File: config.mk
export PLATFORM = sky130hd
export DESIGN_NAME = sync_serial_port
export DESIGN_NICKNAME = d
export VERILOG_FILES = /design/src/hw/sync_serial_port_pkg.sv /design/src/hw/sync_word_fifo.sv /design/src/hw/sync_serial_port.sv
export SDC_FILE = /design/constraint.sdc
export NUM_CORES = 1
export LEC_CHECK = 0
export BUFFER_PORTS_ARGS = -buffer_cell sky130_fd_sc_hd__buf_4
export CORE_UTILIZATION = 46
export DETAILED_ROUTE_END_ITERATION = 10
export PLACE_DENSITY = 0.62
export SLEW_MARGIN = 30
export SYNTH_ARGS = -nofsm -noshare
export SYNTH_HDL_FRONTEND = slang
export SYNTH_SLANG_ARGS = --single-unit
export TNS_END_PERCENT = 10
File: constraint.sdc
create_clock -name CLOCK -period 7.11 [get_ports CLOCK]
set_input_delay 1.422 -clock CLOCK [delete_from_list [all_inputs] [get_ports CLOCK]]
set_output_delay 1.422 -clock CLOCK [all_outputs]
set_load 0.03 [all_outputs]
File: src/hw/sync_serial_port_pkg.sv
// constants, register map and types shared by the serial port files
package sync_serial_port_pkg;
  // data path shape
  localparam int DATA_W = 16;
  localparam int FIFO_DEPTH = 8;
  localparam int FIFO_AW = 3;
  localparam int ADDR_W = 4;
  // register indices on the plain register port
  localparam logic [ADDR_W-1:0] CTRL0_ADDR = 4'h0;
  localparam logic [ADDR_W-1:0] CTRL1_ADDR = 4'h1;
  localparam logic [ADDR_W-1:0] DATA_ADDR = 4'h2;
  localparam logic [ADDR_W-1:0] STATUS_ADDR = 4'h3;
  localparam logic [ADDR_W-1:0] PRESCALE_ADDR = 4'h4;
  localparam logic [ADDR_W-1:0] IMASK_ADDR = 4'h5;
  localparam logic [ADDR_W-1:0] RIS_ADDR = 4'h6;
  localparam logic [ADDR_W-1:0] MIS_ADDR = 4'h7;
  localparam logic [ADDR_W-1:0] ICLR_ADDR = 4'h8;
  localparam logic [ADDR_W-1:0] DMACTL_ADDR = 4'h9;
  // control zero fields: frame size minus one, format, rate field
  localparam int FSIZE_LSB = 0;
  localparam int FMT_BIT = 4;
  localparam int SCR_LSB = 8;
  localparam logic [3:0] FSIZE_MIN = 4'h3;
  localparam logic [3:0] FSIZE_RESET = 4'h7;
  // control one fields
  localparam int EN_BIT = 0;
  localparam int SLAVE_BIT = 1;
  // prescaler: even divisor, smallest legal value at reset
  localparam logic [7:0] PRESCALE_RESET = 8'h02;
  // interrupt bit positions
  localparam int IRQ_W = 5;
  localparam int TXS_BIT = 0;
  localparam int RXS_BIT = 1;
  localparam int RTO_BIT = 2;
  localparam int ROR_BIT = 3;
  localparam int EOT_BIT = 4;
  // dma enable bits
  localparam int DMA_RX_BIT = 0;
  localparam int DMA_TX_BIT = 1;
  // time-out: 32 serial periods counted as 64 half periods
  localparam int TIMEOUT_PERIODS = 32;
  localparam logic [6:0] TIMEOUT_HALVES = 7'(2 * TIMEOUT_PERIODS);
  // engine states
  typedef enum logic [0:0] {ST_IDLE, ST_SHIFT} state_t;
endpackage

File: src/hw/sync_word_fifo.sv
// word fifo with zero-cleared storage and stale read when empty
`timescale 1ns/1ps
module sync_word_fifo
  import sync_serial_port_pkg::*;
#(
  parameter int W = DATA_W,
  parameter int AW = FIFO_AW
)(
  // clock and reset
  input wire logic clock,
  input wire logic nrst,
  // fill side
  input wire logic push,
  input wire logic [W-1:0] wdata,
  // drain side
  input wire logic pop,
  output logic [W-1:0] rdata,
  output logic [AW:0] count
);
  localparam int DEPTH = 1 << AW;
  localparam logic [AW:0] FULL_CNT = (AW+1)'(DEPTH);

  logic [W-1:0] mem_q [DEPTH]; // word storage
  logic [AW-1:0] wptr_q; // next slot to write
  logic [AW-1:0] rptr_q; // oldest word
  logic do_push; // accepted write
  logic do_pop; // accepted read

  assign do_push = push && (count != FULL_CNT);
  assign do_pop = pop && (count != '0);
  // when empty, rptr equals wptr: the slot holds the word written
  // eight writes ago, or zero if fewer than eight writes since reset
  assign rdata = mem_q[rptr_q];

  // storage, cleared at reset so an early underrun reads zero
  always_ff @(posedge clock or negedge nrst)
  begin
    if (!nrst)
    begin
      for (int i = 0; i < DEPTH; i++)
        mem_q[i] <= '0;
    end
    else if (do_push)
      mem_q[wptr_q] <= wdata;
  end

  // pointers and fill level
  always_ff @(posedge clock or negedge nrst)
  begin
    if (!nrst)
    begin
      wptr_q <= '0;
      rptr_q <= '0;
      count <= '0;
    end
    else
    begin
      if (do_push)
        wptr_q <= wptr_q + 1'b1;
      if (do_pop)
        rptr_q <= rptr_q + 1'b1;
      if (do_push && !do_pop)
        count <= count + 1'b1;
      else if (do_pop && !do_push)
        count <= count - 1'b1;
    end
  end
endmodule

File: src/hw/sync_serial_port.sv
// synchronous serial port, master or slave, with word fifos
// What this block does
// - runs master or slave, two frame formats
// - separate eight-word buffers each direction
// - dma requests enabled by dma control bits
// - even prescale divisor from 2 to 254
// - further divide by rate field plus one
// - transmit buffer filled by data port writes
// - slave underrun resends eighth recent word
// - fewer than eight writes means send zero
// - transmit half-empty level can raise request
// - receive pin registered, data reads pop
// - transmit service when half full or less
// - receive interrupt when half full or more, dma when not empty
// - all sources ored into one request
// - mask bit one lets a source through
// - raw and masked status both readable
// - time-out counts 32 periods from non-empty
// - emptying the buffer cancels the time-out
// - writing one clears the time-out flag
// - end of transmission flag when all shifted
// - frames 4 to 16 bits, msb first
// - serial clock idle unless transferring
`timescale 1ns/1ps
module sync_serial_port
  import sync_serial_port_pkg::*;
(
  // clock and reset
  input wire logic CLOCK,
  input wire logic NRST,
  // register port
  input wire logic [ADDR_W-1:0] ADDR,
  input wire logic [DATA_W-1:0] WDATA,
  input wire logic WR,
  input wire logic RD,
  output logic [DATA_W-1:0] RDATA,
  // serial clock pin
  input wire logic SCLK_I,
  output logic SCLK_O,
  output logic SCLK_OE,
  // frame / select pin
  input wire logic FSS_I,
  output logic FSS_O,
  output logic FSS_OE,
  // data pins
  output logic TX_O,
  output logic TX_OE,
  input wire logic RX_I,
  // interrupt and dma requests
  output logic INTR,
  output logic TX_DMA_REQ,
  output logic RX_DMA_REQ
);
  localparam logic [FIFO_AW:0] HALF_LVL = (FIFO_AW+1)'(FIFO_DEPTH / 2);
  localparam logic [FIFO_AW:0] FULL_LVL = (FIFO_AW+1)'(FIFO_DEPTH);

  // clamp the frame size field to the shortest legal frame
  function automatic logic [3:0] frame_top(input logic [3:0] f);
    frame_top = (f < FSIZE_MIN) ? FSIZE_MIN : f;
  endfunction

  // keep only the bits that belong to the frame
  function automatic logic [DATA_W-1:0] frame_mask(input logic [DATA_W-1:0] w,
                                                   input logic [3:0] top);
    logic [DATA_W-1:0] r;
    r = '0;
    for (int i = 0; i < DATA_W; i++)
      if (4'(i) <= top)
        r[i] = w[i];
    frame_mask = r;
  endfunction

  // configuration registers
  logic [3:0] fsize_q; // frame length minus one
  logic fmt_q; // 0 spi style select, 1 sync pulse format
  logic [7:0] scr_q; // serial clock rate field
  logic en_q; // port enable
  logic slave_q; // 1 slave, 0 master
  logic [7:0] prescale_q; // even prescale divisor
  logic [IRQ_W-1:0] imask_q; // interrupt mask, one enables
  logic [1:0] dmactl_q; // dma enables
  // sticky event flags
  logic rto_q; // receive time-out
  logic ror_q; // receive overrun
  logic eot_q; // end of transmission
  // pin synchronisers, first stage read only by second
  logic sclk_m_q, sclk_s_q, sclk_p_q;
  logic fss_m_q, fss_s_q, fss_p_q;
  logic rx_m_q, rx_s_q;
  // rate generator
  logic [6:0] pre_cnt_q; // prescale half counter
  logic [7:0] scr_cnt_q; // rate field counter
  logic pre_tick; // one prescale step
  logic half_tick; // half a serial period
  // engine
  state_t st_q; // idle or shifting
  logic [DATA_W-1:0] tx_word_q; // word being sent
  logic [DATA_W-1:0] rx_sh_q; // receive shifter
  logic [3:0] bit_q; // index of bit on the line
  logic sclk_q; // master clock level
  logic start_ev; // a frame begins
  logic rise_ev; // serial clock rising
  logic fall_ev; // serial clock falling
  logic end_ev; // a frame completes
  logic [DATA_W-1:0] rx_word; // completed receive word
  // fifos
  logic [FIFO_AW:0] tx_cnt, rx_cnt;
  logic [DATA_W-1:0] tx_rdata, rx_rdata;
  logic tx_push, tx_pop, rx_push, rx_pop;
  // time-out
  logic [6:0] to_cnt_q; // half periods since non-empty
  logic to_run_q; // counter armed
  logic rx_empty_p_q; // previous empty state
  // status vectors
  logic [IRQ_W-1:0] ris; // raw status
  logic [IRQ_W-1:0] mis; // masked status
  logic is_wr_data, is_rd_data, icr_wr;

  // register port decode
  assign is_wr_data = WR && (ADDR == DATA_ADDR);
  assign is_rd_data = RD && (ADDR == DATA_ADDR);
  assign icr_wr = WR && (ADDR == ICLR_ADDR);
  assign tx_push = is_wr_data;
  assign rx_pop = is_rd_data;

  // transmit buffer
  sync_word_fifo #(.W(DATA_W), .AW(FIFO_AW)) tx_fifo (
    .clock(CLOCK),
    .nrst(NRST),
    .push(tx_push),
    .wdata(WDATA),
    .pop(tx_pop),
    .rdata(tx_rdata),
    .count(tx_cnt)
  );

  // receive buffer
  sync_word_fifo #(.W(DATA_W), .AW(FIFO_AW)) rx_fifo (
    .clock(CLOCK),
    .nrst(NRST),
    .push(rx_push),
    .wdata(rx_word),
    .pop(rx_pop),
    .rdata(rx_rdata),
    .count(rx_cnt)
  );

  // configuration writes
  always_ff @(posedge CLOCK or negedge NRST)
  begin
    if (!NRST)
    begin
      fsize_q <= FSIZE_RESET;
      fmt_q <= 1'b0;
      scr_q <= '0;
      en_q <= 1'b0;
      slave_q <= 1'b0;
      prescale_q <= PRESCALE_RESET;
      imask_q <= '0;
      dmactl_q <= '0;
    end
    else if (WR)
    begin
      case (ADDR)
        CTRL0_ADDR:
        begin
          fsize_q <= WDATA[FSIZE_LSB +: 4];
          fmt_q <= WDATA[FMT_BIT];
          scr_q <= WDATA[SCR_LSB +: 8];
        end
        CTRL1_ADDR:
        begin
          en_q <= WDATA[EN_BIT];
          slave_q <= WDATA[SLAVE_BIT];
        end
        // odd divisors drop to even; zero would stall, so it becomes two
        PRESCALE_ADDR:
          prescale_q <= (WDATA[7:1] == '0) ? PRESCALE_RESET
                                           : {WDATA[7:1], 1'b0};
        IMASK_ADDR: imask_q <= WDATA[IRQ_W-1:0];
        DMACTL_ADDR: dmactl_q <= WDATA[1:0];
        default: ; // other offsets have no stored bits
      endcase
    end
  end

  // two-flop synchronisers on every pin input
  always_ff @(posedge CLOCK or negedge NRST)
  begin
    if (!NRST)
    begin
      sclk_m_q <= 1'b0;
      sclk_s_q <= 1'b0;
      sclk_p_q <= 1'b0;
      fss_m_q <= 1'b1;
      fss_s_q <= 1'b1;
      fss_p_q <= 1'b1;
      rx_m_q <= 1'b0;
      rx_s_q <= 1'b0;
    end
    else
    begin
      sclk_m_q <= SCLK_I;
      sclk_s_q <= sclk_m_q;
      sclk_p_q <= sclk_s_q; // edge history, reads second stage
      fss_m_q <= FSS_I;
      fss_s_q <= fss_m_q;
      fss_p_q <= fss_s_q;
      rx_m_q <= RX_I;
      rx_s_q <= rx_m_q;
    end
  end

  // rate generator: a half period is prescale/2 times (rate+1) clocks,
  // so a full bit is prescale times (rate+1); runs freely for time-out
  assign pre_tick = (pre_cnt_q == prescale_q[7:1] - 7'h01);
  assign half_tick = pre_tick && (scr_cnt_q == scr_q);
  always_ff @(posedge CLOCK or negedge NRST)
  begin
    if (!NRST)
    begin
      pre_cnt_q <= '0;
      scr_cnt_q <= '0;
    end
    else
    begin
      pre_cnt_q <= pre_tick ? '0 : pre_cnt_q + 7'h01;
      if (half_tick)
        scr_cnt_q <= '0;
      else if (pre_tick)
        scr_cnt_q <= scr_cnt_q + 8'h01;
    end
  end

  // edge events: master from its own divider, slave from the pin;
  // slave relies on the far clock being far slower than ours
  assign rise_ev = slave_q ? (sclk_s_q && !sclk_p_q)
                           : (half_tick && !sclk_q);
  assign fall_ev = slave_q ? (!sclk_s_q && sclk_p_q)
                           : (half_tick && sclk_q);
  // frame start: master when data waits, slave on select edge
  always_comb
  begin
    start_ev = 1'b0;
    if (st_q == ST_IDLE && en_q)
    begin
      if (!slave_q)
        start_ev = half_tick && (tx_cnt != '0);
      else if (fmt_q)
        start_ev = fss_s_q && !fss_p_q;
      else
        start_ev = !fss_s_q && fss_p_q;
    end
  end
  // slave ends on last rising edge, master on the falling edge after it
  assign end_ev = (st_q == ST_SHIFT) && (bit_q == '0)
                  && (slave_q ? rise_ev : fall_ev);
  assign tx_pop = start_ev && (tx_cnt != '0);
  assign rx_word = frame_mask(slave_q ? {rx_sh_q[DATA_W-2:0], rx_s_q} : rx_sh_q,
                              frame_top(fsize_q));
  assign rx_push = end_ev && (rx_cnt != FULL_LVL);

  // frame engine and line outputs
  always_ff @(posedge CLOCK or negedge NRST)
  begin
    if (!NRST)
    begin
      st_q <= ST_IDLE;
      tx_word_q <= '0;
      rx_sh_q <= '0;
      bit_q <= '0;
      sclk_q <= 1'b0;
      TX_O <= 1'b0;
      FSS_O <= 1'b1;
    end
    else if (!en_q)
    begin
      // disabling drops any frame in flight
      st_q <= ST_IDLE;
      sclk_q <= 1'b0;
      FSS_O <= !fmt_q;
    end
    else
    begin
      case (st_q)
        ST_IDLE:
        begin
          sclk_q <= 1'b0;
          FSS_O <= !fmt_q;
          if (start_ev)
          begin
            // empty slave buffer hands back its stale slot
            tx_word_q <= tx_rdata;
            bit_q <= frame_top(fsize_q);
            TX_O <= tx_rdata[frame_top(fsize_q)];
            FSS_O <= fmt_q; // select low, or sync pulse high
            st_q <= ST_SHIFT;
          end
        end
        ST_SHIFT:
        begin
          if (rise_ev)
          begin
            if (!slave_q)
              sclk_q <= 1'b1;
            rx_sh_q <= {rx_sh_q[DATA_W-2:0], rx_s_q};
            if (fmt_q)
              FSS_O <= 1'b0; // sync pulse lasts the first half bit
          end
          if (end_ev)
          begin
            sclk_q <= 1'b0;
            FSS_O <= !fmt_q;
            st_q <= ST_IDLE;
          end
          else if (fall_ev)
          begin
            if (!slave_q)
              sclk_q <= 1'b0;
            bit_q <= bit_q - 4'h1;
            TX_O <= tx_word_q[bit_q - 4'h1];
          end
        end
        default: st_q <= ST_IDLE;
      endcase
    end
  end

  // pin enables: master drives clock and select, slave drives data
  // only inside its own frame
  always_ff @(posedge CLOCK or negedge NRST)
  begin
    if (!NRST)
    begin
      SCLK_OE <= 1'b0;
      FSS_OE <= 1'b0;
      TX_OE <= 1'b0;
      SCLK_O <= 1'b0;
    end
    else
    begin
      SCLK_OE <= en_q && !slave_q;
      FSS_OE <= en_q && !slave_q;
      TX_OE <= en_q && (!slave_q || st_q == ST_SHIFT);
      SCLK_O <= sclk_q;
    end
  end

  // receive time-out: armed on empty to non-empty, counts half periods
  // even while the line clock is still
  always_ff @(posedge CLOCK or negedge NRST)
  begin
    if (!NRST)
    begin
      to_cnt_q <= '0;
      to_run_q <= 1'b0;
      rx_empty_p_q <= 1'b1;
    end
    else
    begin
      rx_empty_p_q <= (rx_cnt == '0);
      if (rx_cnt == '0)
      begin
        to_run_q <= 1'b0;
        to_cnt_q <= '0;
      end
      else if (rx_empty_p_q)
      begin
        to_run_q <= 1'b1;
        to_cnt_q <= '0;
      end
      else if (to_run_q && half_tick)
      begin
        to_cnt_q <= to_cnt_q + 7'h01;
        if (to_cnt_q == TIMEOUT_HALVES - 7'h01)
          to_run_q <= 1'b0;
      end
    end
  end

  // sticky flags: a new event wins over a clear in the same cycle
  always_ff @(posedge CLOCK or negedge NRST)
  begin
    if (!NRST)
    begin
      rto_q <= 1'b0;
      ror_q <= 1'b0;
      eot_q <= 1'b0;
    end
    else
    begin
      if (to_run_q && half_tick && rx_cnt != '0
          && to_cnt_q == TIMEOUT_HALVES - 7'h01)
        rto_q <= 1'b1;
      else if (icr_wr && WDATA[RTO_BIT])
        rto_q <= 1'b0;
      if (end_ev && rx_cnt == FULL_LVL)
        ror_q <= 1'b1;
      else if (icr_wr && WDATA[ROR_BIT])
        ror_q <= 1'b0;
      if (end_ev && tx_cnt == '0)
        eot_q <= 1'b1;
      else if (icr_wr && WDATA[EOT_BIT])
        eot_q <= 1'b0;
    end
  end

  // raw and masked status
  always_comb
  begin
    ris = '0;
    ris[TXS_BIT] = (tx_cnt <= HALF_LVL);
    ris[RXS_BIT] = (rx_cnt >= HALF_LVL);
    ris[RTO_BIT] = rto_q;
    ris[ROR_BIT] = ror_q;
    ris[EOT_BIT] = eot_q;
    mis = ris & imask_q;
  end

  // interrupt and dma request outputs
  always_ff @(posedge CLOCK or negedge NRST)
  begin
    if (!NRST)
    begin
      INTR <= 1'b0;
      TX_DMA_REQ <= 1'b0;
      RX_DMA_REQ <= 1'b0;
    end
    else
    begin
      INTR <= |mis;
      TX_DMA_REQ <= dmactl_q[DMA_TX_BIT] && ris[TXS_BIT];
      RX_DMA_REQ <= dmactl_q[DMA_RX_BIT] && (rx_cnt != '0);
    end
  end

  // read data stands only in the cycle after the strobe
  always_ff @(posedge CLOCK or negedge NRST)
  begin
    if (!NRST)
      RDATA <= '0;
    else if (!RD)
      RDATA <= '0;
    else
    begin
      case (ADDR)
        CTRL0_ADDR: RDATA <= {scr_q, 3'h0, fmt_q, fsize_q};
        CTRL1_ADDR: RDATA <= {14'h0000, slave_q, en_q};
        // an empty receive buffer reads zero and pops nothing
        DATA_ADDR: RDATA <= (rx_cnt != '0) ? rx_rdata : '0;
        STATUS_ADDR:
          RDATA <= {3'h0, rx_cnt, tx_cnt, (st_q == ST_SHIFT),
                    (rx_cnt == FULL_LVL), (rx_cnt != '0),
                    (tx_cnt != FULL_LVL), (tx_cnt == '0)};
        PRESCALE_ADDR: RDATA <= {8'h00, prescale_q};
        IMASK_ADDR: RDATA <= {11'h000, imask_q};
        RIS_ADDR: RDATA <= {11'h000, ris};
        MIS_ADDR: RDATA <= {11'h000, mis};
        DMACTL_ADDR: RDATA <= {14'h0000, dmactl_q};
        default: RDATA <= '0; // unmapped and clear register read zero
      endcase
    end
  end
endmodule

==> summary.txt, run 1 <==
Worst setup path
  • Reg2Reg Depth: 16
  • CP max-delay cell: a211oi_4
  • Max incr delay on CP: 0.65 ns
  • Setup crit start kind: flop
  • Crit path from: prescale_q[1]
  • FF-to-FF End: tx_fifo.count[3]
  • Critical Path RT: 7.55 ns
  • Critical Path AT: 4.80 ns
  • Beginning of the worst register-to-register path: prescale_q[1]
  • Capture point of the critical path: tx_fifo.count[3]
  • Worst Setup Path Type: reg2reg
  • CP endpoint kind: flop
  • Crit-path max FO: 15
  • R2R Setup Slk: 2.75 ns
  • CP most frequent cell: ha_1
  • Worst-path cell chain: inv_1, ha_1, nand2b_1, o211ai_1, o211ai_1, a211oi_4, a32o_1, nand3_1, ha_1, inv_1, ha_1, a21o_1, a21oi_1, xnor2_1, nor2_1, xor2_1

CTS
  • Clock Path Buffers: 3
  • Clk root buf: clkbuf_16
  • Clock latency on the worst-skew pair: 0.57 ns
  • CTS Buf Count: 44
  • Post-CTS sizing: 0
  • H-tree lvl count: 2
  • Post-CTS setup buffer count: 0
  • CTS tree: built
  • Clk sinks: 402
  • CTS clock-pin slew for the worst setup and hold paths: 0.06 ns
  • CTS hold repair buffers: 0

Timing
  • Fin. Hold Viols: 0
  • Skew final: 0.0298 ns
  • Worst Tran Pin Value: 0.973 ns
  • Crit share post-route: 0.614
  • Slew headroom: 0.351
  • Tmin final: 4.36 ns
  • Fmax: 229 MHz
  • Fin. max-slew vios: 0
  • TNS Setup: 0 ns
  • Final setup viols: 0
  • RSZ-0062 raised after global routing: false

Place
  • HPWL after DPL: 28700 µm
  • Dpl cells: 1985
  • PortBufs: 51
  • GPL Wtd Cong: 0.925

Cells and area
  • Area Overhead vs Synth: 13.2%
  • Share of cells above drive strength 1: 0.319
  • Fin cells: 2065
  • # diodes: 0
  • Final Net Count: 1554

Yosys
  • Synth Warn #: 0
  • Post-synthesis sequential area ratio: 0.535
  • Async SR Flop Fraction: 1.00
  • #FFs+latches synth: 402
  • Post-Syn Area: 0.0188 mm²
  • Most frequent cell after synthesis: dfrtp_1
  • Syn nets: 1524
  • Synth top area share: 0.523
  • Yosys top cell by area: dfrtp_1
  • Area contributors post-synth: dfrtp_1 52%, mux2_2 15%, mux4_2 6.8%
  • Top post-synthesis cells by count: 393 x dfrtp_1, 253 x mux2_2, 123 x nand2_1
  • Syn Inst Count: 1479
  • Most used DFF post-synth: dfrtp_1
  • EDFF count, synth: 0
  • Netlist cell types: 71
  • Avg Inst Size Synth: 12.7 µm²

Min path
  • Worst Hold Class: reg2reg

Floorplan
  • Initial Util: 0.470
  • Die height: 204 µm
  • Number of cell rows: 73
  • Core Area: 0.0400 mm²
  • Chip width: 204 µm
  • Die area: 0.0417 mm²
  • Top Ports: 52

Detailed routing
  • Via-to-Cell Ratio: 5.75
  • WL final: 44500 µm
  • Initial DRC count: 797
  • DR pass1 iterations: 5
  • DRC Markers: 0
  • Wire length per cell: 21.5 µm
  • DR vias: 11866
  • Antenna Nets Post-Route: 0

Global route
  • Largest net degree at the start of global routing: 177
  • Total grt overflow: 0
  • First-pass GRT wire length: 70700 µm
  • Antenna violations before repair: 0
  • Global Route Usage Sum: 0.221
  • Vias in the first global route: 12132

Pwr
  • Pwr Total: 6.70 mW
  • Cell area power density: 315 mW/mm²
  • P_leak: 9.58 nW
  • VDD IR max: 0.176 mV

Status
  • Status: finished, final reports clean

Flow run
  • Max-cap viol count: 0
kinds of logic (layout without fill, tap and decap cells):
logic type	count (synthesis)	in the layout	share of synthesized area
fa+ha+maj	18	18	0.0128
buf+inv	138	199	0.0312
mux	371	371	0.252
xor+xnor	43	43	0.0200
compound gates	217	217	0.0770
simple gates	290	290	0.0714
flops	402	402	0.535
how the worst min path moves through the flow:
stage	start	to	slack (ns)	depth (start not counted)
after global placement	rx_m_q	rx_s_q	0.34	0
after floorplan	rx_m_q	rx_s_q	0.33	0
final	rx_m_q	rx_s_q	0.35	0
after CTS	rx_m_q	rx_s_q	0.35	0
after detailed placement	rx_m_q	rx_s_q	0.34	0
after global routing	rx_m_q	rx_s_q	0.36	0
cell usage in the layout, fill, tap and decap left out, types with 28 or more instances in the layout:
cell,n
dfrtp_1,391
mux2_2,253
nand2_1,123
o21ai_0,100
buf_4,67
nor2_1,66
mux2i_1,61
mux4_2,57
inv_1,47
clkbuf_16,44
a21oi_1,28
critical path, delay by kind of cell, from the launching register on:
| kind | cells | cell delay, ns |
|---|---|---|
| xor gates and xnor gates | 2 | 0.28 |
| adders and majority gates | 3 | 0.82 |
| and+or+nand+nor | 3 | 0.46 |
| buffers and inverters | 2 | 0.19 |
| DFF | 1 | 0.58 |
| AOI/OAI and AO/OA | 6 | 1.89 |
layer usage:
layer,share of wire,track usage,vias to the layer above,wire length (µm)
li1,-,-,5401,-
met2,0.45,0.339,267,20100
met3,0.045,0.0332,77,2000
met5,0,0,-,0
met1,0.47,0.316,6121,20800
met4,0.034,0.0898,0,1520
report_power, final:
| part | internal [mW] | total (mW) | switching, mW |
|---|---|---|---|
| Sequential | 2.59 | 2.91 | 0.316 |
| Clock | 1.43 | 2.36 | 0.933 |
| Combinational | 0.671 | 1.43 | 0.759 |
registers in the layout, indices dropped and copies added (netlist names), 2 cells and up:
signal,flops
rx_fifo.mem_q,128
tx_fifo.mem_q,128
RDATA,16
rx_sh_q,16
tx_word_q,16
scr_cnt_q,8
scr_q,8
pre_cnt_q,7
prescale_q,7
to_cnt_q,7
imask_q,5
bit_q,4
fsize_q,4
rx_fifo.count,4
tx_fifo.count,4
rx_fifo.rptr_q,3
rx_fifo.wptr_q,3
tx_fifo.rptr_q,3
tx_fifo.wptr_q,3
dmactl_q,2
layout make-up:
cell class / count / area, µm²
Clock buffer: 65 / 1360
Clock inverter: 12 / 156
Fill cell: 3448 / 18700
Inverter: 48 / 180
Multi-Input combinational cell: 939 / 8250
Sequential cell: 402 / 10100
Tap cell: 525 / 657
Timing Repair Buffer: 74 / 623
per-stage QoR:
step	hold WS, ns	setup WS [ns]	util	area (µm²)
after CTS	0.353	2.76	0.531	21200
after global routing	0.356	2.40	0.532	21300
after global placement	0.335	2.91	0.493	19700
final	0.349	2.75	0.532	21300
after floorplan	0.331	3.42	-	18800
after detailed placement	0.339	2.78	0.493	19700
No activity file was read; power rests on OpenSTA's default activity.
==> inputs of run 2 (changes only) <==
==> constraint.sdc (replaced) <==
create_clock -name CLOCK -period 4.4 [get_ports CLOCK]
set_input_delay 0.88 -clock CLOCK [delete_from_list [all_inputs] [get_ports CLOCK]]
set_output_delay 0.88 -clock CLOCK [all_outputs]
set_load 0.03 [all_outputs]
==> run 2 against run 1 <==
Die area stayed put. Global-route usage is 0.68 points higher. Cell count grew 0.97%. Largest power group unchanged. Highest routed layer unchanged.
==> summary.txt, run 2 (same netlist as run 1, synthesis figures left out) <==
Cells and area
  • Most common cell after layout, fill and taps aside: dfrtp_1
  • Area taken by multi-input logic gates: 0.00819 mm² (-0.71%)
  • # diodes: 0 (unchanged)
  • Final instance area: 0.0213 mm² (-0.22%)
  • Regs by FF count: rx_fifo.mem_q: 128 flops, tx_fifo.mem_q: 128 flops
  • Most frequent cells in the layout: 389 x dfrtp_1, 253 x mux2_2, 123 x nand2_1, 100 x o21ai_0, 90 x buf_4
  • Area Overhead vs Synth: 13.0%
  • Final Net Count: 1574 (+1.3%)
  • Share of cells above drive strength 1: 0.321 (+0.00103)
  • Fill count: 3448 (unchanged)
  • Register area: 0.0101 mm² (about the same)

Global route
  • Antenna violations before repair: 0 (unchanged)
  • Largest net degree at the start of global routing: 95 (-46%)
  • Global Route Usage Sum: 0.228 (+0.00678)
  • First-pass GRT wire length: 72500 µm (+2.5%)
  • Total grt overflow: 0 (unchanged)
  • Vias in the first global route: 12273 (+1.2%)

Place
  • HPWL after DPL: 30000 µm (+4.7%)
  • GPL Wtd Cong: 0.887 (-4.1%)
  • PortBufs: 51 (unchanged)
  • DP Worst Slack: 0.890 ns (-1.89 ns)
  • Post-placement cell area: 0.0199 mm² (+0.65%)

Detailed routing
  • Wire length per cell: 21.8 µm (+1.3%)
  • Met2 routed WL: 21100 µm (+5.1%)
  • WL final: 45500 µm (+2.3%)
  • DRC Markers: 0 (unchanged)
  • Met3 WL: 2260 µm (+13%)
  • DR vias: 11968 (+0.86%)
  • M1 wire length: 20900 µm (+0.38%)
  • Top Metal Used: met4
  • Antenna Nets Post-Route: 0 (unchanged)
  • Via-to-Cell Ratio: 5.74 (-0.11%)
  • Initial DRC count: 841 (+5.5%)
  • DR pass1 iterations: 6 (+1)

Worst setup path
  • Setup crit start kind: flop
  • CP top delay family: compound AO/OA/AOI/OAI gates
  • Critical Path RT: 4.84 ns (-2.71 ns)
  • Worst-path cell chain: inv_1, ha_1, nand2b_1, o211ai_1, o211ai_1, a2111oi_4, o21ai_4, inv_1, ha_1, inv_1, ha_1, a21o_1, a21oi_1, xnor2_1, nor2_1, xor2_1
  • Number of buffers and inverters on the critical path: 3 (+1)
  • Max incr delay on CP: 0.58 ns (-0.07 ns)
  • CP endpoint kind: flop
  • CP max-delay cell: dfstp_2
  • Crit-path max FO: 6 (-9)
  • Critical Path AT: 4.00 ns (-0.80 ns)
  • Worst Setup Path Type: reg2reg

CTS
  • CTS hold repair buffers: 0 (unchanged)
  • Post-CTS sizing: 0 (unchanged)
  • Clk sinks: 402 (unchanged)
  • Clock Path Buffers: 3 (unchanged)
  • Clock latency on the worst-skew pair: 0.56 ns (about the same)
  • CTS Buf Count: 44 (unchanged)
  • H-tree lvl count: 2 (unchanged)
  • Clk root buf: clkbuf_16
  • Post-CTS setup buffer count: 0 (unchanged)
  • CTS clock-pin slew for the worst setup and hold paths: 0.06 ns (about the same)
  • CTS tree: built

Floorplan
  • Die height: 204 µm (unchanged)
  • Top Ports: 52 (unchanged)
  • Core Area: 0.0400 mm² (unchanged)
  • Die area: 0.0417 mm² (unchanged)
  • Number of cell rows: 73 (unchanged)
  • Chip width: 204 µm (unchanged)
  • Initial Util: 0.470 (unchanged)

Timing
  • Crit share post-route: 0.808 (+0.194)
  • Fmax: 281 MHz (+23%)
  • TNS Setup: 0 ns (unchanged)
  • Tmin final: 3.56 ns (-0.808 ns)
  • Final setup viols: 0 (unchanged)
  • RSZ-0062 raised after global routing: false
  • Final setup margin: 0.845 ns (-1.90 ns)
  • Slew headroom: 0.369 (+0.0183)
  • Hold WS: 0.352 ns (+0.00243 ns)
  • Worst Tran Pin Value: 0.946 ns (-0.0274 ns)
  • Fin. Hold Viols: 0 (unchanged)
  • Skew final: 0.0153 ns (-0.0145 ns)
  • Fin. max-slew vios: 0 (unchanged)

Pwr
  • P_leak: 9.60 nW (+0.16%)
  • Cell area power density: 502 mW/mm² (+60%)
  • VDD IR max: 0.296 mV (+68%)

Flow run
  • Max-cap viol count: 0 (unchanged)

Min path
  • Worst Hold Class: in2async

Status
  • Status: finished, final reports clean
run 2: cell types whose count changed in the layout (fill, tap and decap cells not counted), sizes merged:
cell      previous run  this run
buf                 74        94
bufinv               3         2
clkbuf              65        70
clkinv               8         6
clkinvlp             1         0
inv                 48        47
run 2: layer usage:
metal	vias to the layer above	GRT usage
met5	-	0
met2	265	0.358
met3	60	0.0410
met4	0	0.0682
li1	5431	-
met1	6212	0.323
run 2: final timing paths:
check                                     to  slack [ns]  depth (start not counted)     startpoint
setup / recovery            rx_fifo.count[3]        0.84                         16  prescale_q[1]
hold / removal                        rx_m_q        0.35                          1           NRST
setup reg to reg            rx_fifo.count[3]        0.84                         16  prescale_q[1]
hold reg to reg                      fss_s_q        0.36                          0        fss_m_q
max in group asynchronous  tx_fifo.mem_q[54]        2.94                          2           NRST
min in group CLOCK                   fss_s_q        0.36                          0        fss_m_q
run 2: power by group:
part	internal [mW]	switching (mW)	leakage [nW]
sequential	4.19	0.627	5.41
clock	2.14	1.46	0.686
combinational	1.13	1.12	3.50
total	7.46	3.21	9.60
run 2: through the flow:
stage,std cells,total power [mW],utilization
floorplan,1479,6.30,-
global placement,2008,7.08,0.496
detailed placement,2008,7.12,0.496
CTS,2085,10.8,0.531
global route,2085,11.2,0.531
finish,2085,10.7,0.531
run 2: area by class of cell:
class | instances | share of cell area
Sequential cell | 402 | 0.474
Multi-Input combinational cell | 939 | 0.385
Clock buffer | 70 | 0.0616
Timing Repair Buffer | 94 | 0.0353
Tap cell | 525 | 0.0309
Inverter | 48 | 0.00848
Clock inverter | 7 | 0.00400
==> inputs of run 3 (changes only) <==
--- a/config.mk
+++ b/config.mk
@@ -5,6 +5,7 @@
 export SDC_FILE = /design/constraint.sdc
 export NUM_CORES = 1
 export LEC_CHECK = 0
+export ABC_AREA = 1
 export BUFFER_PORTS_ARGS = -buffer_cell sky130_fd_sc_hd__buf_4
 export CORE_UTILIZATION = 46
 export DETAILED_ROUTE_END_ITERATION = 10
==> constraint.sdc (replaced) <==
create_clock -name CLOCK -period 3.66 [get_ports CLOCK]
set_input_delay 0.732 -clock CLOCK [delete_from_list [all_inputs] [get_ports CLOCK]]
set_output_delay 0.732 -clock CLOCK [all_outputs]
set_load 0.03 [all_outputs]
==> run 3 against run 2 <==
Global-route usage grew 2.8 points. Flip-flop and latch count is the same. Maximum frequency grew 12%. Critical path depth grew 7. Cell count grew 39%.
==> summary.txt, run 3 <==
Status
  • Status: finished, final reports clean

CTS
  • Clk sinks: 402 (unchanged)
  • Post-CTS sizing: 0 (unchanged)
  • Post-CTS setup buffer count: 0 (unchanged)
  • CTS clock-pin slew for the worst setup and hold paths: 0.06 ns (about the same)
  • Clk root buf: clkbuf_16
  • H-tree lvl count: 2 (unchanged)
  • CTS Buf Count: 44 (unchanged)
  • Clock Path Buffers: 3 (unchanged)
  • CTS hold repair buffers: 0 (unchanged)
  • CTS tree: built
  • Clock latency on the worst-skew pair: 0.58 ns (+0.02 ns)

Cells and area
  • Final Net Count: 2380 (+51%)
  • Share of cells above drive strength 1: 0.0840 (-0.236)
  • Most frequent cells in the layout: 674 x nand2_1, 391 x dfrtp_1, 352 x o21ai_0, 192 x nor2_1, 177 x inv_1
  • Most common cell after layout, fill and taps aside: nand2_1
  • Regs by FF count: rx_fifo.mem_q: 128 flops, tx_fifo.mem_q: 128 flops
  • Fin cells: 2901 (+39%)
  • Fill count: 3896 (+13%)
  • Area Overhead vs Synth: 12.0%

Worst setup path
  • Crit-path max FO: 5 (-1)
  • CP endpoint kind: flop
  • Number of buffers and inverters on the critical path: 5 (+2)
  • CP top delay family: simple AND/OR/NAND/NOR gates
  • Critical Path RT: 4.13 ns (-0.71 ns)
  • Critical Path AT: 3.63 ns (-0.37 ns)
  • CP most frequent cell: nand2_1
  • R2R Setup Slk: 0.50 ns (-0.35 ns)
  • Setup crit start kind: flop
  • Max incr delay on CP: 0.57 ns (about the same)
  • Worst-path cell chain: inv_1, ha_1, inv_1, nand2_1, nand3b_1, nand2_1, inv_1, nand2_1, nor2_2, nand4_1, nand2_1, nand2_1, nor2_1, inv_1, ha_1, inv_1, ha_1, a21o_1, a21oi_1, nand2_1, nand2_1, nor2_1, xor2_1
  • CP max-delay cell: dfstp_2
  • Worst Setup Path Type: reg2reg

Global route
  • Antenna violations before repair: 1 (+1)
  • Vias in the first global route: 14841 (+21%)
  • Largest net degree at the start of global routing: 96 (+1.1%)
  • Global Route Usage Sum: 0.256 (+0.0280)
  • First-pass GRT wire length: 83600 µm (+15%)
  • Total grt overflow: 0 (unchanged)

Yosys
  • Avg Inst Size Synth: 8.16 µm² (-36%)
  • Main combinational cell family by area after synthesis: simple AND/OR/NAND/NOR gates
  • Most frequent cell after synthesis: nand2_1
  • Yosys top cell by area: dfrtp_1
  • #FFs+latches synth: 402 (unchanged)
  • Synth top area share: 0.519 (-0.00411)
  • Async SR Flop Fraction: 1.00 (unchanged)
  • Area contributors post-synth: dfrtp_1 52%, nand2_1 13%, o21ai_0 9.3%
  • Netlist cell types: 51 (-28%)
  • Adder-Cell Fraction of Synth Area: 0.0127 (-0.000100)
  • Complex-gate fraction of the synthesized area: 0.156 (+0.0789)
  • Post-synthesis sequential area ratio: 0.531 (-0.00421)
  • Syn Inst Count: 2324 (+57%)
  • Synth Area in Simple Gates: 0.218 (+0.146)
  • Synth Warn #: 0 (unchanged)
  • Synth Area in XOR/XNOR: 0.0134 (-0.00663)
  • Top post-synthesis cells by count: 674 x nand2_1, 393 x dfrtp_1, 352 x o21ai_0
  • Mux contribution to synthesized area: 0.000528 (-0.252)
  • Syn nets: 2369 (+55%)
  • Post-Syn Area: 0.0190 mm² (+0.79%)
  • Most used DFF post-synth: dfrtp_1
  • EDFF count, synth: 0 (unchanged)

Floorplan
  • Initial Util: 0.465 (-0.00481)
  • Core Area: 0.0407 mm² (+1.8%)
  • Die height: 205 µm (+0.39%)
  • Chip width: 205 µm (+0.39%)
  • Number of cell rows: 74 (+1.4%)
  • Top Ports: 52 (unchanged)
  • Die area: 0.0420 mm² (+0.79%)

Detailed routing
  • Antenna Nets Post-Route: 0 (unchanged)
  • DR vias: 15705 (+31%)
  • WL final: 52900 µm (+16%)
  • DR pass1 iterations: 5 (-1)
  • DRC Markers: 0 (unchanged)
  • Initial DRC count: 1595 (+90%)
  • Via-to-Cell Ratio: 5.41 (-5.7%)
  • Wire length per cell: 18.2 µm (-16%)
  • Met3 WL: 2950 µm (+31%)
  • M1 wire length: 24800 µm (+18%)
  • Met2 routed WL: 23900 µm (+13%)
  • Top Metal Used: met4

Timing
  • Slew headroom: 0.374 (+0.00418)
  • Crit share post-route: 0.864 (+0.0555)
  • Skew final: 0.0316 ns (+0.0163 ns)
  • Final setup viols: 0 (unchanged)
  • Fmax: 316 MHz (+12%)
  • Hold WS: 0.104 ns (-0.248 ns)
  • Tmin final: 3.16 ns (-0.395 ns)
  • RSZ-0062 raised after global routing: false
  • Worst Tran Pin Value: 0.935 ns (-0.0104 ns)
  • Fin. Hold Viols: 0 (unchanged)
  • TNS Setup: 0 ns (unchanged)
  • Fin. max-slew vios: 0 (unchanged)

Pwr
  • Cell area power density: 692 mW/mm² (+38%)
  • P_leak: 9.99 nW (+4.0%)
  • VDD IR max: 0.448 mV (+51%)

Place
  • PortBufs: 51 (unchanged)
  • Dpl cells: 2821 (+40%)
  • HPWL after DPL: 33900 µm (+13%)
  • GPL Wtd Cong: 0.905 (+2.1%)

Flow run
  • Max-cap viol count: 0 (unchanged)

Min path
  • Worst Hold Class: in2async
run 3: cell types whose count changed in the layout (fill, tap and decap cells not counted), sizes merged, moves of 9 or more:
| cell | delta |
|---|---|
| o21ai | +338 |
| xnor2 | -14 |
| inv | +137 |
| and3 | -9 |
| o22ai | +14 |
| mux2 | -253 |
| o221ai | +18 |
| nand3 | +83 |
| nor2b | -12 |
| nor2 | +133 |
| nand2 | +561 |
| mux4 | -57 |
| mux2i | -60 |
| nand2b | -10 |
run 3: per-stage QoR:
step	total power, mW	instance area [µm²]	utilization	worst slack (ns)
4_1_cts	14.8	21200	0.521	0.504
3_3_place_gp	10.1	19800	0.485	0.597
6_report	14.7	21200	0.521	0.499
2_1_floorplan	8.72	19000	-	0.565
5_1_grt	15.6	21200	0.521	0.225
3_5_place_dp	10.2	19800	0.485	0.510
run 3: logic make-up (layout without fill, tap and decap cells):
family	count (synthesis)	in the layout
fa+ha+maj	18	18
compound gates	550	550
simple gates	1015	1015
xor+xnor	29	29
other cells	0	1
buf+inv	309	353
flops	402	402
mux	1	1
run 3: layout make-up:
class / instances / area [µm²] / share of cell area
inverters: 186 / 698 / 0.0329
clock inverters: 10 / 143 / 0.00672
repair buffers: 88 / 731 / 0.0344
diodes: 1 / 2.50 / 0.000118
flip-flops and latches: 402 / 10100 / 0.474
clock buffers: 69 / 1340 / 0.0630
well taps: 532 / 666 / 0.0313
multi-input cells: 1613 / 7590 / 0.357
run 3: report_power, final:
group | internal [mW] | switching (mW)
sequential | 5.13 | 0.585
clock | 2.72 | 1.84
combinational | 1.45 | 2.96
total | 9.31 | 5.38
run 3: final timing paths:
| kind | startpoint | endpoint | cells past startpoint |
|---|---|---|---|
| setup / recovery | prescale_q[1] | tx_fifo.count[3] | 23 |
| hold / removal | NRST | to_cnt_q[4] | 1 |
| setup reg to reg | prescale_q[1] | tx_fifo.count[3] | 23 |
| hold reg to reg | fss_m_q | fss_s_q | 0 |
| max in group asynchronous | NRST | rx_fifo.mem_q[9] | 2 |
| min in group CLOCK | FSS_I | fss_m_q | 1 |
run 3: per-layer routing:
metal / global-route usage / vias up
met5: 0 / -
met2: 0.397 / 433
li1: - / 7581
met1: 0.369 / 7603
met3: 0.0382 / 88
met4: 0.0770 / 0
